[src/design/ctf_defs.svh]
// constants for the configurable timer family
`ifndef CTF_DEFS_SVH
`define CTF_DEFS_SVH
`define CTF_CNT_W        16
`define CTF_PSC_W        16
`define CTF_NUM_CH_GP    4
`define CTF_DT_W         8
`define CTF_CNT_RST      16'h0000
`define CTF_PSC_RST      16'h0000
`define CTF_ARR_RST      16'hffff
`define CTF_CCR_RST      16'h0000
`define CTF_DT_RST       8'h00
`define CTF_TRG_UPDATE   2'h0
`define CTF_TRG_CH0      2'h1
`define CTF_TRG_ENABLE   2'h2
`define CTF_TRG_RESET    2'h3
`endif

[src/design/ctf_pkg.sv]
// types for the configurable timer family
package ctf_pkg;
  // counting direction mode
  typedef enum logic [1:0] {
    CTF_CNT_UP     = 2'h0,
    CTF_CNT_DOWN   = 2'h1,
    CTF_CNT_CENTER = 2'h3
  } ctf_cnt_mode_t;

  // channel function
  typedef enum logic [2:0] {
    CTF_CH_OFF     = 3'h0,
    CTF_CH_CAPTURE = 3'h1,
    CTF_CH_COMPARE = 3'h3,
    CTF_CH_PWM     = 3'h2,
    CTF_CH_PULSE   = 3'h6
  } ctf_ch_mode_t;

  // slave behaviour on an incoming link trigger
  typedef enum logic [1:0] {
    CTF_SLV_OFF   = 2'h0,
    CTF_SLV_RESET = 2'h1,
    CTF_SLV_GATE  = 2'h3,
    CTF_SLV_START = 2'h2
  } ctf_slave_mode_t;

  // counter input source
  typedef enum logic [1:0] {
    CTF_SRC_CLK     = 2'h0,
    CTF_SRC_ENCODER = 2'h1,
    CTF_SRC_HALL    = 2'h3
  } ctf_src_t;

  typedef struct packed {
    logic            enable;
    ctf_cnt_mode_t   cnt_mode;
    ctf_src_t        src;
    ctf_slave_mode_t slave_mode;
    logic [1:0]      trg_sel;
    logic            dbg_freeze;
    logic            one_shot;
    logic [15:0]     prescale;
    logic [15:0]     reload;
    logic [7:0]      dead_time;
  } ctf_cfg_t;

  typedef struct packed {
    ctf_ch_mode_t mode;
    logic         polarity;
    logic         dma_en;
    logic [15:0]  compare;
  } ctf_ch_cfg_t;
endpackage

[src/design/ctf_dead_time.sv]
// complementary output pair with dead-time insertion
`timescale 1ns/1ps
`include "ctf_defs.svh"
module ctf_dead_time #(
  parameter int DT_W = `CTF_DT_W
) (
  input  wire logic            mclk,     // system clock
  input  wire logic            rst,      // synchronous reset
  input  wire logic            ref_in,   // reference pwm level
  input  wire logic [DT_W-1:0] dead,     // dead time in cycles
  input  wire logic            kill,     // force both outputs inactive
  output logic                 out_p,    // main output
  output logic                 out_n     // complementary output
);
  logic            ref_reg;
  logic [DT_W-1:0] dly_reg;

  // ===========================================
  // delay counter
  always_ff @(posedge mclk) begin
    if (rst) begin
      ref_reg <= 1'b0;
      dly_reg <= '0;
    end else if (ref_in != ref_reg) begin
      ref_reg <= ref_in;
      dly_reg <= dead;
    end else if (dly_reg != '0) begin
      dly_reg <= dly_reg - 1'b1;
    end
  end

  // ===========================================
  // outputs: each edge waits out the gap so the pair never overlaps
  always_ff @(posedge mclk) begin
    if (rst || kill) begin
      out_p <= 1'b0;
      out_n <= 1'b0;
    end else if (ref_in != ref_reg && dead != '0) begin
      out_p <= 1'b0;
      out_n <= 1'b0;
    end else if (dly_reg <= 1 || ref_in != ref_reg) begin
      out_p <= ref_in;
      out_n <= ~ref_in;
    end
  end
endmodule // ctf_dead_time

[src/design/ctf_timer.sv]
// one configurable timer of the family, variant chosen by parameter
`timescale 1ns/1ps
`include "ctf_defs.svh"
// Summary of operation
// - The four-channel variant counts a 16-bit auto-reload counter up, down or up/down from a 16-bit prescaler.
// - The four-channel variant has four channels, each capture, compare, PWM or single pulse.
// - The advanced variant drives complementary output pairs separated by a programmable dead time.
// - PWM on the advanced variant works in edge-aligned and centre-aligned counting.
// - The advanced variant reaches any duty from fully off to fully on.
// - The advanced variant also offers all capture, compare and counting features of the four-channel one.
// - During debug halt the advanced variant can freeze its counter and force its outputs inactive.
// - The four-channel variant can freeze its counter during debug halt.
// - Timers exchange trigger outputs and trigger inputs so one can start, reset, gate or chain another.
// - The four-channel variant decodes quadrature encoder inputs and one to three hall sensor inputs.
// - Each four-channel timer raises its own DMA requests.
// - Reduced variants count up only, have one or two channels, and no DMA request.
// - Reduced variants accept link triggers and also serve as a simple time base.
// - The basic variant has no channels and its update event is the converter trigger.
module ctf_timer #(
  parameter int  NUM_CH   = `CTF_NUM_CH_GP, // 0 basic, 1/2 reduced, 4 full
  parameter bit  ADVANCED = 1'b0,           // complementary outputs present
  parameter bit  UP_ONLY  = 1'b0,           // reduced variants count up only
  parameter bit  HAS_DMA  = 1'b1,           // dma request generation
  parameter int  CNT_W    = `CTF_CNT_W,     // counter width
  parameter int  PSC_W    = `CTF_PSC_W      // prescaler width
) (
  input  wire logic                   mclk,        // system clock
  input  wire logic                   rst,         // synchronous reset
  input  wire ctf_pkg::ctf_cfg_t      cfg,         // timer configuration
  input  wire ctf_pkg::ctf_ch_cfg_t   ch_cfg [4],  // channel configuration
  input  wire logic [3:0]             ch_in,       // capture inputs
  input  wire logic                   enc_a,       // encoder phase a
  input  wire logic                   enc_b,       // encoder phase b
  input  wire logic [2:0]             hall_in,     // hall sensor inputs
  input  wire logic [2:0]             hall_used,   // which hall inputs are fitted
  input  wire logic                   dbg_halt,    // processor halted in debug
  input  wire logic                   trg_in,      // link trigger from another timer
  output logic                        trg_out,     // link trigger to other timers
  output logic                        update,      // update event pulse
  output logic                        dac_trig,    // converter trigger pulse
  output logic [CNT_W-1:0]            count,       // current counter value
  output logic                        dir_down,    // counting down
  output logic [3:0]                  ch_out,      // channel output levels
  output logic [3:0]                  ch_out_n,    // complementary outputs
  output logic [15:0]                 capture [4], // captured values
  output logic [3:0]                  cap_evt,     // capture event pulses
  output logic [3:0]                  dma_req      // dma request pulses
);
  // refuse variants the logic below cannot build
  if (!(NUM_CH == 0 || NUM_CH == 1 || NUM_CH == 2 || NUM_CH == 4)) begin : g_bad_ch
    $error("ctf_timer: NUM_CH must be 0, 1, 2 or 4");
  end
  if (CNT_W != 16 || PSC_W != 16) begin : g_bad_w
    $error("ctf_timer: counter and prescaler are 16 bits");
  end
  if (ADVANCED && NUM_CH != 4) begin : g_bad_adv
    $error("ctf_timer: advanced variant needs four channels");
  end

  typedef enum logic [1:0] {
    CTF_ST_IDLE = 2'b00,
    CTF_ST_RUN  = 2'b01,
    CTF_ST_HOLD = 2'b11
  } ctf_state_t;

  ctf_state_t        state_reg;
  ctf_state_t        state_next;
  logic [PSC_W-1:0]  psc_reg;
  logic [CNT_W-1:0]  cnt_reg;
  logic              down_reg;
  logic              tick;
  logic              frozen;
  logic              run;
  logic              wrap;
  logic              trg_d_reg;
  logic              trg_rise;
  logic [1:0]        enc_reg;
  logic [2:0]        hall_reg;
  logic              enc_step;
  logic              enc_dir_down;
  logic              hall_chg;
  logic              ev_src;
  ctf_pkg::ctf_cnt_mode_t mode_eff;

  // ===========================================
  // trigger and sensor edge detection
  always_ff @(posedge mclk) begin
    if (rst) begin
      trg_d_reg <= 1'b0;
      enc_reg   <= 2'h0;
      hall_reg  <= 3'h0;
    end else begin
      trg_d_reg <= trg_in;
      enc_reg   <= {enc_a, enc_b};
      hall_reg  <= hall_in & hall_used;
    end
  end

  assign trg_rise = trg_in & ~trg_d_reg;
  // quadrature: a step on either phase edge, direction from phase order
  assign enc_step     = (enc_reg != {enc_a, enc_b});
  assign enc_dir_down = (enc_a ^ enc_reg[0]);
  assign hall_chg     = ((hall_in & hall_used) != hall_reg) && (hall_used != 3'h0);

  // debug freeze: every variant honours it, including reduced and basic
  assign frozen   = dbg_halt & cfg.dbg_freeze;
  assign mode_eff = UP_ONLY ? ctf_pkg::CTF_CNT_UP : cfg.cnt_mode;

  // ===========================================
  // run control and slave behaviour
  always_comb begin
    state_next = state_reg;
    case (state_reg)
      CTF_ST_IDLE: begin
        if (cfg.enable && cfg.slave_mode != ctf_pkg::CTF_SLV_START)
          state_next = CTF_ST_RUN;
        else if (cfg.enable && trg_rise)
          state_next = CTF_ST_RUN;
      end
      CTF_ST_RUN: begin
        if (!cfg.enable)
          state_next = CTF_ST_IDLE;
        else if (cfg.one_shot && wrap)
          state_next = CTF_ST_HOLD;
      end
      CTF_ST_HOLD: begin
        if (!cfg.enable)
          state_next = CTF_ST_IDLE;
      end
      default: state_next = CTF_ST_IDLE;
    endcase
  end

  always_ff @(posedge mclk) begin
    if (rst)
      state_reg <= CTF_ST_IDLE;
    else
      state_reg <= state_next;
  end

  // enable gates run at once so the disabling edge raises no stale update
  assign run = (state_reg == CTF_ST_RUN) && cfg.enable && !frozen &&
               !(cfg.slave_mode == ctf_pkg::CTF_SLV_GATE && !trg_in);

  // ===========================================
  // prescaler: divide by prescale+1, 1 to 65536
  always_ff @(posedge mclk) begin
    if (rst || !run)
      psc_reg <= `CTF_PSC_RST;
    else if (psc_reg >= cfg.prescale)
      psc_reg <= '0;
    else
      psc_reg <= psc_reg + 1'b1;
  end

  always_comb begin
    case (cfg.src)
      ctf_pkg::CTF_SRC_ENCODER: ev_src = enc_step && NUM_CH == 4;
      ctf_pkg::CTF_SRC_HALL:    ev_src = hall_chg && NUM_CH == 4;
      default:                  ev_src = (psc_reg >= cfg.prescale);
    endcase
  end
  assign tick = run && ev_src;

  // ===========================================
  // counter
  assign wrap = tick && cfg.src == ctf_pkg::CTF_SRC_CLK && (
                (mode_eff == ctf_pkg::CTF_CNT_UP   && cnt_reg >= cfg.reload) ||
                (mode_eff == ctf_pkg::CTF_CNT_DOWN && cnt_reg == '0) ||
                (mode_eff == ctf_pkg::CTF_CNT_CENTER &&
                 ((!down_reg && cnt_reg >= cfg.reload) || (down_reg && cnt_reg == '0))));

  always_ff @(posedge mclk) begin
    if (rst || !cfg.enable) begin
      cnt_reg  <= `CTF_CNT_RST;
      down_reg <= 1'b0;
    end else if (cfg.slave_mode == ctf_pkg::CTF_SLV_RESET && trg_rise) begin
      cnt_reg  <= '0;
      down_reg <= 1'b0;
    end else if (tick && cfg.src == ctf_pkg::CTF_SRC_ENCODER) begin
      cnt_reg  <= enc_dir_down ? cnt_reg - 1'b1 : cnt_reg + 1'b1;
      down_reg <= enc_dir_down;
    end else if (tick && cfg.src == ctf_pkg::CTF_SRC_HALL) begin
      cnt_reg  <= cnt_reg + 1'b1;
    end else if (tick) begin
      case (mode_eff)
        ctf_pkg::CTF_CNT_DOWN: begin
          cnt_reg  <= wrap ? cfg.reload : cnt_reg - 1'b1;
          down_reg <= 1'b1;
        end
        ctf_pkg::CTF_CNT_CENTER: begin
          if (!down_reg) begin
            cnt_reg  <= wrap ? cnt_reg - 1'b1 : cnt_reg + 1'b1;
            down_reg <= wrap;
          end else begin
            cnt_reg  <= wrap ? cnt_reg + 1'b1 : cnt_reg - 1'b1;
            down_reg <= !wrap;
          end
        end
        default: begin
          cnt_reg  <= wrap ? '0 : cnt_reg + 1'b1;
          down_reg <= 1'b0;
        end
      endcase
    end
  end

  assign count    = cnt_reg;
  assign dir_down = down_reg;

  // ===========================================
  // update event, converter and link triggers
  always_ff @(posedge mclk) begin
    if (rst) begin
      update   <= 1'b0;
      dac_trig <= 1'b0;
      trg_out  <= 1'b0;
    end else begin
      update   <= wrap;
      dac_trig <= wrap && NUM_CH == 0;
      case (cfg.trg_sel)
        `CTF_TRG_CH0:    trg_out <= (NUM_CH != 0) && ch_out[0];
        `CTF_TRG_ENABLE: trg_out <= run;
        `CTF_TRG_RESET:  trg_out <= trg_rise;
        default:         trg_out <= wrap;
      endcase
    end
  end

  // ===========================================
  // channels
  logic [3:0] ref_lvl;

  genvar g;
  generate
    for (g = 0; g < 4; g++) begin : g_ch
      if (g < NUM_CH) begin : g_on
        logic in_d_reg;
        logic pulse_done_reg;
        logic hit;
        logic cap_now;
        assign hit = (cnt_reg == ch_cfg[g].compare) && tick;
        // polarity chooses the capture edge
        assign cap_now = (ch_cfg[g].mode == ctf_pkg::CTF_CH_CAPTURE) &&
                         (ch_in[g] != in_d_reg) && (ch_in[g] ^ ch_cfg[g].polarity);

        always_ff @(posedge mclk) begin
          if (rst) begin
            in_d_reg       <= 1'b0;
            capture[g]     <= `CTF_CCR_RST;
            cap_evt[g]     <= 1'b0;
            dma_req[g]     <= 1'b0;
            pulse_done_reg <= 1'b0;
            ref_lvl[g]     <= 1'b0;
          end else begin
            in_d_reg   <= ch_in[g];
            cap_evt[g] <= cap_now;
            if (cap_now)
              capture[g] <= cnt_reg;
            dma_req[g] <= HAS_DMA && ch_cfg[g].dma_en && (cap_now || hit);
            if (wrap)
              pulse_done_reg <= 1'b1;
            else if (!cfg.enable)
              pulse_done_reg <= 1'b0;
            case (ch_cfg[g].mode)
              ctf_pkg::CTF_CH_COMPARE: if (hit) ref_lvl[g] <= ~ref_lvl[g];
              // compare 0 stays off, compare above reload stays on
              ctf_pkg::CTF_CH_PWM:
                ref_lvl[g] <= (cnt_reg < ch_cfg[g].compare);
              ctf_pkg::CTF_CH_PULSE:
                ref_lvl[g] <= !pulse_done_reg && (cnt_reg >= ch_cfg[g].compare) &&
                              (state_reg == CTF_ST_RUN);
              default: ref_lvl[g] <= 1'b0;
            endcase
          end
        end

        if (ADVANCED) begin : g_adv
          logic p_raw;
          logic n_raw;
          ctf_dead_time #(.DT_W(`CTF_DT_W)) u_dt (
            .mclk   (mclk),
            .rst    (rst),
            .ref_in (ref_lvl[g] ^ ch_cfg[g].polarity),
            .dead   (cfg.dead_time),
            .kill   (frozen || ch_cfg[g].mode == ctf_pkg::CTF_CH_OFF),
            .out_p  (p_raw),
            .out_n  (n_raw)
          );
          assign ch_out[g]   = p_raw;
          assign ch_out_n[g] = n_raw;
        end else begin : g_std
          assign ch_out[g]   = ref_lvl[g] ^ ch_cfg[g].polarity;
          assign ch_out_n[g] = 1'b0;
        end
      end else begin : g_off
        assign ref_lvl[g]  = 1'b0;
        assign ch_out[g]   = 1'b0;
        assign ch_out_n[g] = 1'b0;
        assign capture[g]  = '0;
        assign cap_evt[g]  = 1'b0;
        assign dma_req[g]  = 1'b0;
      end
    end
  endgenerate
endmodule // ctf_timer

[config.mk]
export PLATFORM = sky130hd
export DESIGN_NAME = ctf_timer
export DESIGN_NICKNAME = d
export VERILOG_FILES = /design/src/design/ctf_pkg.sv /design/src/design/ctf_dead_time.sv /design/src/design/ctf_timer.sv
export VERILOG_INCLUDE_DIRS = /design/src /design/src/design
export SDC_FILE = /design/constraint.sdc
export NUM_CORES = 1
export LEC_CHECK = 0
export BUFFER_PORTS_ARGS = -buffer_cell sky130_fd_sc_hd__clkbuf_2
export CAP_MARGIN = 10
export CORE_UTILIZATION = 25
export DETAILED_ROUTE_END_ITERATION = 10
export PLACE_DENSITY_LB_ADDON = 0.1
export SETUP_SLACK_MARGIN = 0.15
export SYNTH_ARGS = -nofsm -noshare
export SYNTH_HDL_FRONTEND = slang
export SYNTH_SLANG_ARGS = --single-unit
[constraint.sdc]
create_clock -name mclk -period 2.7 [get_ports mclk]
set_input_delay 0.27 -clock mclk [delete_from_list [all_inputs] [get_ports mclk]]
set_output_delay 0.27 -clock mclk [all_outputs]
set_load 0.01 [all_outputs]
==> Yosys cells after proc, flatten, opt, wreduce, memory -nomap -nowiden <==
Index checks and enable logic that the tools add are counted.
{ "word_totals": {"reg_bits": 124, "in_bits": 151, "out_inout_bits": 100} }
{ "op_classes": {"add_sub_neg": 3, "order_cmp": 10, "n_eq_ne": 47, "muxes": 33, "bitwise_logic": 17, "reduce_logical": 71} }
{ "ops": {"columns": ["operator", "count"], "rows": [
  ["two-way mux 16 bit", 9],
  ["greater-or-equal comparator 16 bit", 6],
  ["== test 16 bit", 4],
  ["< comparator 16 bit", 4],
  ["logical AND 1 bit", 43],
  ["adder 16 x 1 -> 16 bit, second input constant", 2],
  ["case mux 16 bit (2 select lines)", 1],
  ["== test 3 x 2 -> 1 bit, second input constant", 8],
  ["zero test 16 bit", 1],
  ["subtractor 16 x 1 -> 16 bit, second input constant", 1],
  ["case mux 1 bit (3 select lines)", 5],
  ["!= test 2 bit, second input constant", 7],
  ["== test 2 bit, second input constant", 6],
  ["== test 3 x 1 -> 1 bit, second input constant", 4],
  ["== test 3 bit, second input constant", 4],
  ["== test 2 x 1 -> 1 bit, second input constant", 5],
  ["two-way mux 1 bit", 10],
  ["two-way mux 2 bit", 5],
  ["logical OR 1 bit", 9],
  ["XOR 1 bit", 9],
  ["zero test 1 bit", 8],
  ["zero test 2 bit", 3],
  ["!= test 3 bit, second input constant", 2],
  ["case mux 2 bit (3 select lines)", 1],
  ["13 further kinds", 24]
]} }

==> Longest topological paths before layout <==
Gate-level depths: netlist of the first run.
{ "depth": {"depth_word": 13, "ltp_mapped": 13, "mapped_depth_nobuf": 11} }

==> Worst setup path before layout of the first run <==
OpenSTA, ideal clock, no wires.
{ "synth_timing": {"path_kind": "register -> register", "startpoint": "register cnt_reg[0] (netlist: count[0])", "endpoint": "register cnt_reg[11] (netlist: count[11])", "setup_time_ns": 0.156, "t_arrival_ns": 2.783, "required_ns": 2.544, "path_slack_ns": -0.238, "stages_incl_launch_ff": 13, "path_buffers": 2, "period_less_slack_ns": 2.938, "cell_sequence": "dfxtp_1 buf_2 inv_1 ha_1 nand2b_1 a21oi_1 o21ai_0 and4b_1 o311ai_2 clkbuf_1 a211oi_1 a2111oi_0 nor3_1"} }
{ "synth_via": {"elab_chain_len": 12, "word_cells_on_any_way": 23} }
{ "synth_lines": {"columns": ["element", "line", "text"], "rows": [
  ["start: declaration", "ctf_timer.sv:69", "logic [CNT_W-1:0] cnt_reg;"],
  ["start signal: assignment", "ctf_timer.sv:175", "cnt_reg <= `CTF_CNT_RST;"],
  ["start signal: assignment", "ctf_timer.sv:181", "cnt_reg <= enc_dir_down ? cnt_reg - 1'b1 : cnt_reg + 1'b1;"],
  ["start signal: assignment", "ctf_timer.sv:184", "cnt_reg <= cnt_reg + 1'b1;"],
  ["greater-or-equal comparator 16 bit or zero test 16 bit (tied branches)", "ctf_timer.sv:168, ctf_timer.sv:171, ctf_timer.sv:169", null],
  ["logical AND 1 bit", "ctf_timer.sv:171", "((!down_reg && cnt_reg >= cfg.reload) || (down_reg && cnt_reg == '0))));"],
  ["logical OR 1 bit", "ctf_timer.sv:171", null],
  ["logical AND 1 bit", "ctf_timer.sv:170", "(mode_eff == ctf_pkg::CTF_CNT_CENTER &&"],
  ["logical OR 1 bit", "ctf_timer.sv:169", "(mode_eff == ctf_pkg::CTF_CNT_DOWN && cnt_reg == '0) ||"],
  ["logical AND 1 bit", "ctf_timer.sv:167", "assign wrap = tick && cfg.src == ctf_pkg::CTF_SRC_CLK && ("],
  ["two-way mux 16 bit, on equally long branches", "ctf_timer.sv:193, ctf_timer.sv:196", null],
  ["two-way mux 16 bit", "ctf_timer.sv:192", "if (!down_reg) begin"],
  ["case mux 16 bit (2 select lines)", "ctf_timer.sv:186", "case (mode_eff)"],
  ["two-way mux 16 bit", "ctf_timer.sv:185", "end else if (tick) begin"],
  ["two-way mux 16 bit", "ctf_timer.sv:183", "end else if (tick && cfg.src == ctf_pkg::CTF_SRC_HALL) begin"],
  ["two-way mux 16 bit *", "ctf_timer.sv:180", "end else if (tick && cfg.src == ctf_pkg::CTF_SRC_ENCODER) begin"]
]} }
Every way passes the cells marked *; elsewhere a longest branch is shown, timed or not. The select of a mux whose other input is x is not followed.
A chain may end at the register's enable or synchronous reset.

==> Worst setup path in the final report of the first run <==
{ "layout_timing": {"startpoint": "register cnt_reg[0] (netlist: count[0])", "endpoint": "register cnt_reg[5] (netlist: count[5])"} }
The elaborated chain is that of the path after synthesis.

==> results of run 1 <==
[power groups by stage]
| stage | combinational, µW | clock (µW) | sequential (µW) |
|---|---|---|---|
| 4_1_cts | 647 | 2270 | 1850 |
| 5_1_grt | 733 | 2360 | 1850 |
| 6_report | 659 | 2200 | 1850 |
| 3_3_place_gp | 620 | 0 | 1890 |
| 3_5_place_dp | 618 | 0 | 1890 |
| 2_1_floorplan | 310 | 0 | 1890 |
[worst max-delay path, stage by stage (launching register included)]
cell and delay, ns:
dfxtp_2 0.36, clkinvlp_4 0.12, ha_4 0.22, nand2b_4 0.13, a21oi_2 0.10, o21ai_1 0.07
buf_4 0.14, and4b_2 0.25, o311a_4 0.43, a21o_2 0.27, a21oi_4 0.25, buf_4 0.17
o21ai_0 0.07, a31oi_1 0.14
[kinds of logic (layout without fill, tap and decap cells)]
family	count (synthesis)	in the layout	synth area share
AO/OA/AOI/OAI	228	228	0.177
adder cells (fa/ha/maj)	99	99	0.144
XOR/XNOR	40	40	0.0417
other	1	5	0.000437
flip-flops	124	124	0.289
buffers and inverters	161	528	0.0756
AND/OR/NAND/NOR	398	398	0.218
multiplexers	46	46	0.0541
[stage by stage]
step	instance area, µm²	utilization	total power, µW
2_1_floorplan	8780	-	2200
3_3_place_gp	11300	0.336	2510
3_5_place_dp	11300	0.336	2510
4_1_cts	12300	0.364	4770
5_1_grt	12400	0.368	4940
6_report	12400	0.368	4710
[layout make-up]
| type | count | area (µm²) |
|---|---|---|
| inverters | 107 | 405 |
| repair buffers | 391 | 2410 |
| clock buffers | 19 | 454 |
| well taps | 448 | 561 |
| clock inverters | 11 | 95.1 |
| flip-flops and latches | 124 | 2510 |
| fillers | 3631 | 21300 |
| multi-input cells | 816 | 5970 |
[layer usage]
metal  global-route usage  vias to the layer above  share of wire
met2                0.325                      233           0.47
met3               0.0413                       33          0.051
li1                     -                     4528              -
met5                    0                        -              0
met4               0.0536                        0          0.019
met1                0.251                     4104           0.46
[cells in the mapped netlist, drive strengths merged, types with 3 or more instances]
cell and count:
nand2 111, nor4 6, or4 3, nor3 19, o21ai 44, a21oi 82
o311ai 4, nand4 24, a22o 3, o22ai 5, nand3 23, a21o 13
clkbuf 37, o21a 8, a211oi 14, mux2i 43, and3 15, nor2b 20
nor2 138, a31oi 12, a2111oi 6, mux2 3, and2 4, nand3b 4
xor2 25, ha 99, a221oi 5, nand2b 12, o221ai 3, inv 106
buf 17, o31ai 5, dfxtp 124, o211ai 3, or3 6, xnor2 15
[repair_timing]
action	4_1_cts	5_1_grt
buffers inserted	9	3
gates resized for setup	65	22
endpoints found under the setup margin	25	22
pin swaps	34	14
[final timing paths]
kind,from,endpoint,cells past startpoint
max,count[0]$_SDFFE_PP0P_,count[5]$_SDFFE_PP0P_,13
min,ch_cfg[16],dma_req[3]$_SDFF_PP0_,3
max reg2reg,count[0]$_SDFFE_PP0P_,count[5]$_SDFFE_PP0P_,13
min reg2reg,capture[53]$_SDFFE_PP0P_,capture[53]$_SDFFE_PP0P_,2
==> reports/metrics.yaml, run 1 <==
antenna_found_initial: 0
grt_pass1_wl_um: 51800
pwr_density_cell_mw_per_mm2: 379
core_mm2: 0.0337
avgSynthCellArea_um2: 7.83
htreeDepth: 4
syn_inst: 1097
p_leak_uw: 0.00625
pwr-share-seq: 0.393
ios: 251
vdd.ir_drop.worst_mv: 0.385
synth-seq-cells: 124
r2r_setup_slack_ns: -0.11
drtIter0Drc: 441
synth_area_mm2: 0.00858
drv_cap: 0
hold_violations: 0
cts_root_buffer: "clkbuf_16"
place_ws_ns: -0.449
tightest_slew_ns: 1.05
clkPwrFrac: 0.467
synth_top_flop_cell: "dfxtp_1"
combPwrFrac: 0.140
grt_overflow_total: 0
finalSetupViolCount: 15
rsz0062_at_grt: "yes"
path_clk_slew_ns: 0.06
status: "complete, but fails checks"
cp-start-kind: "register"
layout_common_cells: "236 x clkbuf_2, 141 x buf_4, 134 x nor2_1"
synthTopCellsByArea: "dfxtp_1 29%, ha_1 14%, nor2_1 6.0%"
holdWs_ns: 0.0495
dp_hpwl_um: 26900
ant_nets: 0
layout.cells.non_filler: 1916
post-route-period-util: 1.04
p_sw_uw: 1260
crit_path_end_kind: "register"
dp.cells: 1874
synth_async_sr_flop_share: 0
setup_ws_ns: -0.111
viasPerCell: 4.64
clockBufferDepth: 2
hp-class: "in -> reg"
drc: 0
ys_seq_area_frac: 0.289
critical_path_class: "reg -> reg"
synth_edf_count: 0
holdBufCountCts: 0
layout_min_cycle_time_ns: 2.81
area_growth_syn_to_layout_pct: 44.5
largest_register_ff_count: 64
place_congestion: 0.841
path_max_fanout: 6
totalWireLength_um: 33900
slew_violations: 0
die_w_um: 187
cts_buffers: 17
swShare: 0.268
num-nets-final: 1707
portBuffers: 237
yosysTopAreaCell: "dfxtp_1"
p_int_uw: 3450
dieArea_mm2: 0.0351
tritoncts: "yes"
antenna_cells: 0
dr_total_vias: 8898
final_common_cell: "clkbuf_2"
die_h_um: 187
synth_top_area_frac: 0.289
initial_core_util: 0.255
post_drt_wl_per_cell_um: 17.7
clock_latency_ns: 0.42
clock-sinks: 124
required_ns: 3.04
final.setup.tns_ns: -0.981
grt_pass1_vias: 8951
ys_types: 86
grt_max_degree: 49
ys.warnings.count: 0
timing.slew.headroom: 0.300
rows: 67
fmax_mhz: 356
violations: "negative setup slack"
cp_data_arrival_time_ns: 3.15
drive_above_1_share: 0.355
clock_skew_ns: 0.0122
grt_usage: 0.195
dr.pass1.iters: 5
Note: power is estimated with default switching activity, not from simulation.
==> run 2: changes to the inputs <==
Settings changed: CELL_PAD_IN_SITES_DETAIL_PLACEMENT set to 1, CELL_PAD_IN_SITES_GLOBAL_PLACEMENT set to 1, CORE_ASPECT_RATIO set to 1.4, CTS_CLUSTER_DIAMETER set to 100.
==> reports/metrics.yaml, run 2 (synthesis gave the netlist of run 1 again) <==
status: "complete, but fails checks"
violations: "negative setup slack"
path_max_fanout: 4
clock-sinks: 124
place_ws_ns: -0.520
r2r-start: "count[13]$_SDFFE_PP0P_"
grt_max_degree: 69
crit_path_end_kind: "register"
fmax_mhz: 354
timing.slew.headroom: 0.278
grt_usage: 0.214
required_ns: 2.97
core_mm2: 0.0335
post-route-period-util: 1.05
dr_total_vias: 9228
dieArea_mm2: 0.0351
ant_nets: 0
drive_above_1_share: 0.384
largest_register_ff_count: 64
holdWs_ns: 0.0295
die_h_um: 221
setup_ws_ns: -0.128
p_leak_uw: 0.00642
pwr_density_cell_mw_per_mm2: 380
final.setup.tns_ns: -0.820
clock_skew_ns: 0.00882
path_clk_slew_ns: 0.06
portBuffers: 237
final_core_util: 0.384
grt_overflow_total: 0
rsz0062_at_grt: "yes"
grt_pass1_vias: 9964
totalWireLength_um: 36800
critical_path_class: "reg -> reg"
num-nets-final: 1732
slew_violations: 0
initial_core_util: 0.256
grt_pass1_wl_um: 55600
cp-start-kind: "register"
dr.pass1.iters: 4
rows: 79
viasPerCell: 4.76
drtIter0Drc: 302
finalSetupViolCount: 13
cp_data_arrival_time_ns: 3.10
clock_latency_ns: 0.44
place_congestion: 0.848
final_common_cell: "clkbuf_2"
htreeDepth: 4
tightest_slew_ns: 1.08
hold_violations: 0
vdd.ir_drop.worst_mv: 0.335
drv_cap: 0
drc: 0
cts_buffers: 17
die_w_um: 159
layout_min_cycle_time_ns: 2.83
hp-start: "cfg[42]"
tritoncts: "yes"
p_total_uw: 4890
layout_common_cells: "236 x clkbuf_2, 150 x buf_4, 131 x nor2_1"
area_growth_syn_to_layout_pct: 49.9
antenna_found_initial: 4
cts_root_buffer: "clkbuf_16"
clockBufferDepth: 2
cp-startpoint: "count[13]$_SDFFE_PP0P_"
hp-class: "in -> reg"
dp_hpwl_um: 29800
post_drt_wl_per_cell_um: 19.0
ios: 251
## run 2: cell type report
| cell class | count | area, µm² |
|---|---|---|
| clock buffer | 19 | 433 |
| clock inverter | 12 | 139 |
| timing repair buffer | 416 | 2670 |
| antenna | 1 | 2.50 |
| inverter | 107 | 405 |
| multi-input combinational | 816 | 6150 |
| sequential | 124 | 2510 |
| fill | 4079 | 20600 |
| tap | 445 | 557 |
## run 2: final timing paths
check                        endpoint  slack [ns]  depth (start not counted)
max            count[11]$_SDFFE_PP0P_       -0.13                         11
min                trg_out$_SDFF_PP0_        0.03                          2
max reg2reg    count[11]$_SDFFE_PP0P_       -0.13                         11
min reg2reg  capture[48]$_SDFFE_PP0P_        0.45                          2
## run 2: stage by stage
| stage | instance area, µm² | instances |
|---|---|---|
| 5_1_grt | 12900 | 1940 |
| 2_1_floorplan | 8780 | 1101 |
| 6_report | 12900 | 1940 |
| 3_5_place_dp | 11500 | 1887 |
| 3_3_place_gp | 11500 | 1887 |
| 4_1_cts | 12600 | 1935 |
## run 2: layer usage
layer	track usage	wire (µm)
met1	0.215	13800
met2	0.411	20100
met5	0	27
met4	0.0952	1350
met3	0.0419	1550
## run 2: where the power goes
group          total, µW  leakage, µW  internal [µW]  switching [µW]
combinational        704      0.00514            322             382
sequential          1850      0.00101           1840            9.32
clock               2340     0.000266           1360             977
## run 2: what timing repair did
action                     in CTS  in global routing
buffers inserted               17                  4
pin swaps                      47                 20
hold buffers                    0                  0
gates resized for setup        85                 53
setup endpoints to repair      40                 22
## run 2: worst max-delay path: stages (launching register included)
cell and delay, ns:
dfxtp_2 0.34, or3_4 0.39, or4_4 0.47, nor3_4 0.16, o31a_2 0.18, buf_4 0.12, o311ai_4 0.15, mux2i_1 0.17
buf_4 0.17, and3_1 0.18, o41ai_2 0.27, nor3_1 0.07
==> run 3: changes to the inputs <==
Clock period 2.7 ns to 3.3 ns, I/O delays scaled along.
==> reports/metrics.yaml, run 3 (synthesis gave the netlist of run 1 again) <==
path_clk_slew_ns: 0.06
totalWireLength_um: 34500
layout.cells.non_filler: 1836
htreeDepth: 4
pwr_density_cell_mw_per_mm2: 356
place_congestion: 0.878
path_max_fanout: 4
clock_latency_ns: 0.43
finalSetupViolCount: 0
ios: 251
grt_max_degree: 80
p_leak_uw: 0.00578
timing.slew.headroom: 0.239
required_ns: 3.66
dr.pass1.iters: 4
holdWs_ns: 0.0832
drive_above_1_share: 0.272
final.setup.tns_ns: 0
fmax_mhz: 333
antenna_cells: 0
hp-class: "in -> reg"
num-nets-final: 1628
layout_min_cycle_time_ns: 3.00
post-route-period-util: 0.909
vdd.ir_drop.worst_mv: 0.451
viasPerCell: 4.81
drtIter0Drc: 239
dieArea_mm2: 0.0351
die_w_um: 159
cp-start-kind: "register"
ant_nets: 0
rsz0062_at_grt: "no"
portBuffers: 237
critical_path_class: "reg -> reg"
final_common_cell: "clkbuf_2"
area_growth_syn_to_layout_pct: 32.4
layout_common_cells: "236 x clkbuf_2, 137 x nor2_1, 122 x dfxtp_1"
tritoncts: "yes"
core_mm2: 0.0335
post_drt_wl_per_cell_um: 18.8
grt_usage: 0.202
crit_path_end_kind: "register"
crit_slowest_cell: "dfxtp_1"
grt_overflow_total: 0
grt_pass1_vias: 9354
initial_core_util: 0.256
die_h_um: 221
antenna_found_initial: 0
status: "finished, final reports clean"
dr_total_vias: 8822
cp_top_family: "compound AO/OA/AOI/OAI gates"
cp_data_arrival_time_ns: 3.36
tightest_slew_ns: 1.14
cts_buffers: 17
clock-sinks: 124
path_cells: "ha_1 > a21oi_1 > o21ai_0 > a21oi_1 > nor2_1 > buf_4 > o311a_4 > buf_4 > xnor2_1 > a221oi_2 > o22ai_1 > a31oi_1"
drv_cap: 0
clock_skew_ns: 0.00690
rows: 79
grt_pass1_wl_um: 52900
drc: 0
dp_hpwl_um: 27900
slew_violations: 0
slowest_delay_ns: 0.43
dp.cells: 1804
clockBufferDepth: 2
hold_violations: 0
largest_register_ff_count: 64
cts_root_buffer: "clkbuf_16"
path_buf_inv: 2
[run 3: path summary, 6_finish.rpt]
path                            slack, ns                       end                     start  depth (start not counted)
worst min-delay path                 0.08      trg_d_reg$_SDFF_PP0_                       rst                          2
worst min register to register       0.45  capture[52]$_SDFFE_PP0P_  capture[52]$_SDFFE_PP0P_                          2
worst max register to register       0.30     count[4]$_SDFFE_PP0P_     count[5]$_SDFFE_PP0P_                         12
worst max-delay path                 0.30     count[4]$_SDFFE_PP0P_     count[5]$_SDFFE_PP0P_                         12
[run 3: layer usage]
layer	vias to the layer above	GRT usage	wire length (µm)
li1	4373	-	-
met1	4173	0.218	13500
met2	228	0.372	18000
met3	48	0.0472	1950
met4	0	0.0744	1000
met5	-	0	0
[run 3: power by group]
group          total [µW]  switching, µW  internal, µW
logic                 468            269           198
clock network        2060            787          1280
registers            1520           7.61          1510
[run 3: repair_timing]
| item | 4_1_cts | 5_1_grt |
|---|---|---|
| hold buffers | 0 | 0 |
| gates resized for setup | 1 | 16 |
| pin swaps | 0 | 1 |
| setup buffers | 0 | 0 |
| endpoints found under the setup margin | 3 | 17 |
[run 3: cell type report]
class                      instances  area [µm²]
clock buffer                      17         425
clock inverter                    15         211
fill                            4135       22100
inverter                         107         402
multi-input combinational        816        5540
sequential                       124        2480
tap                              445         557
timing repair buffer             312        1750
[run 3: stage by stage]
step	total power [µW]	instance area [µm²]	util	worst slack [ns]
global placement	2010	10700	0.318	0.0993
global route	4240	11400	0.339	0.150
floorplan	1800	8600	-	0.362
detailed placement	2020	10700	0.318	0.00347
finish	4050	11400	0.339	0.300
CTS	4120	11300	0.337	0.163
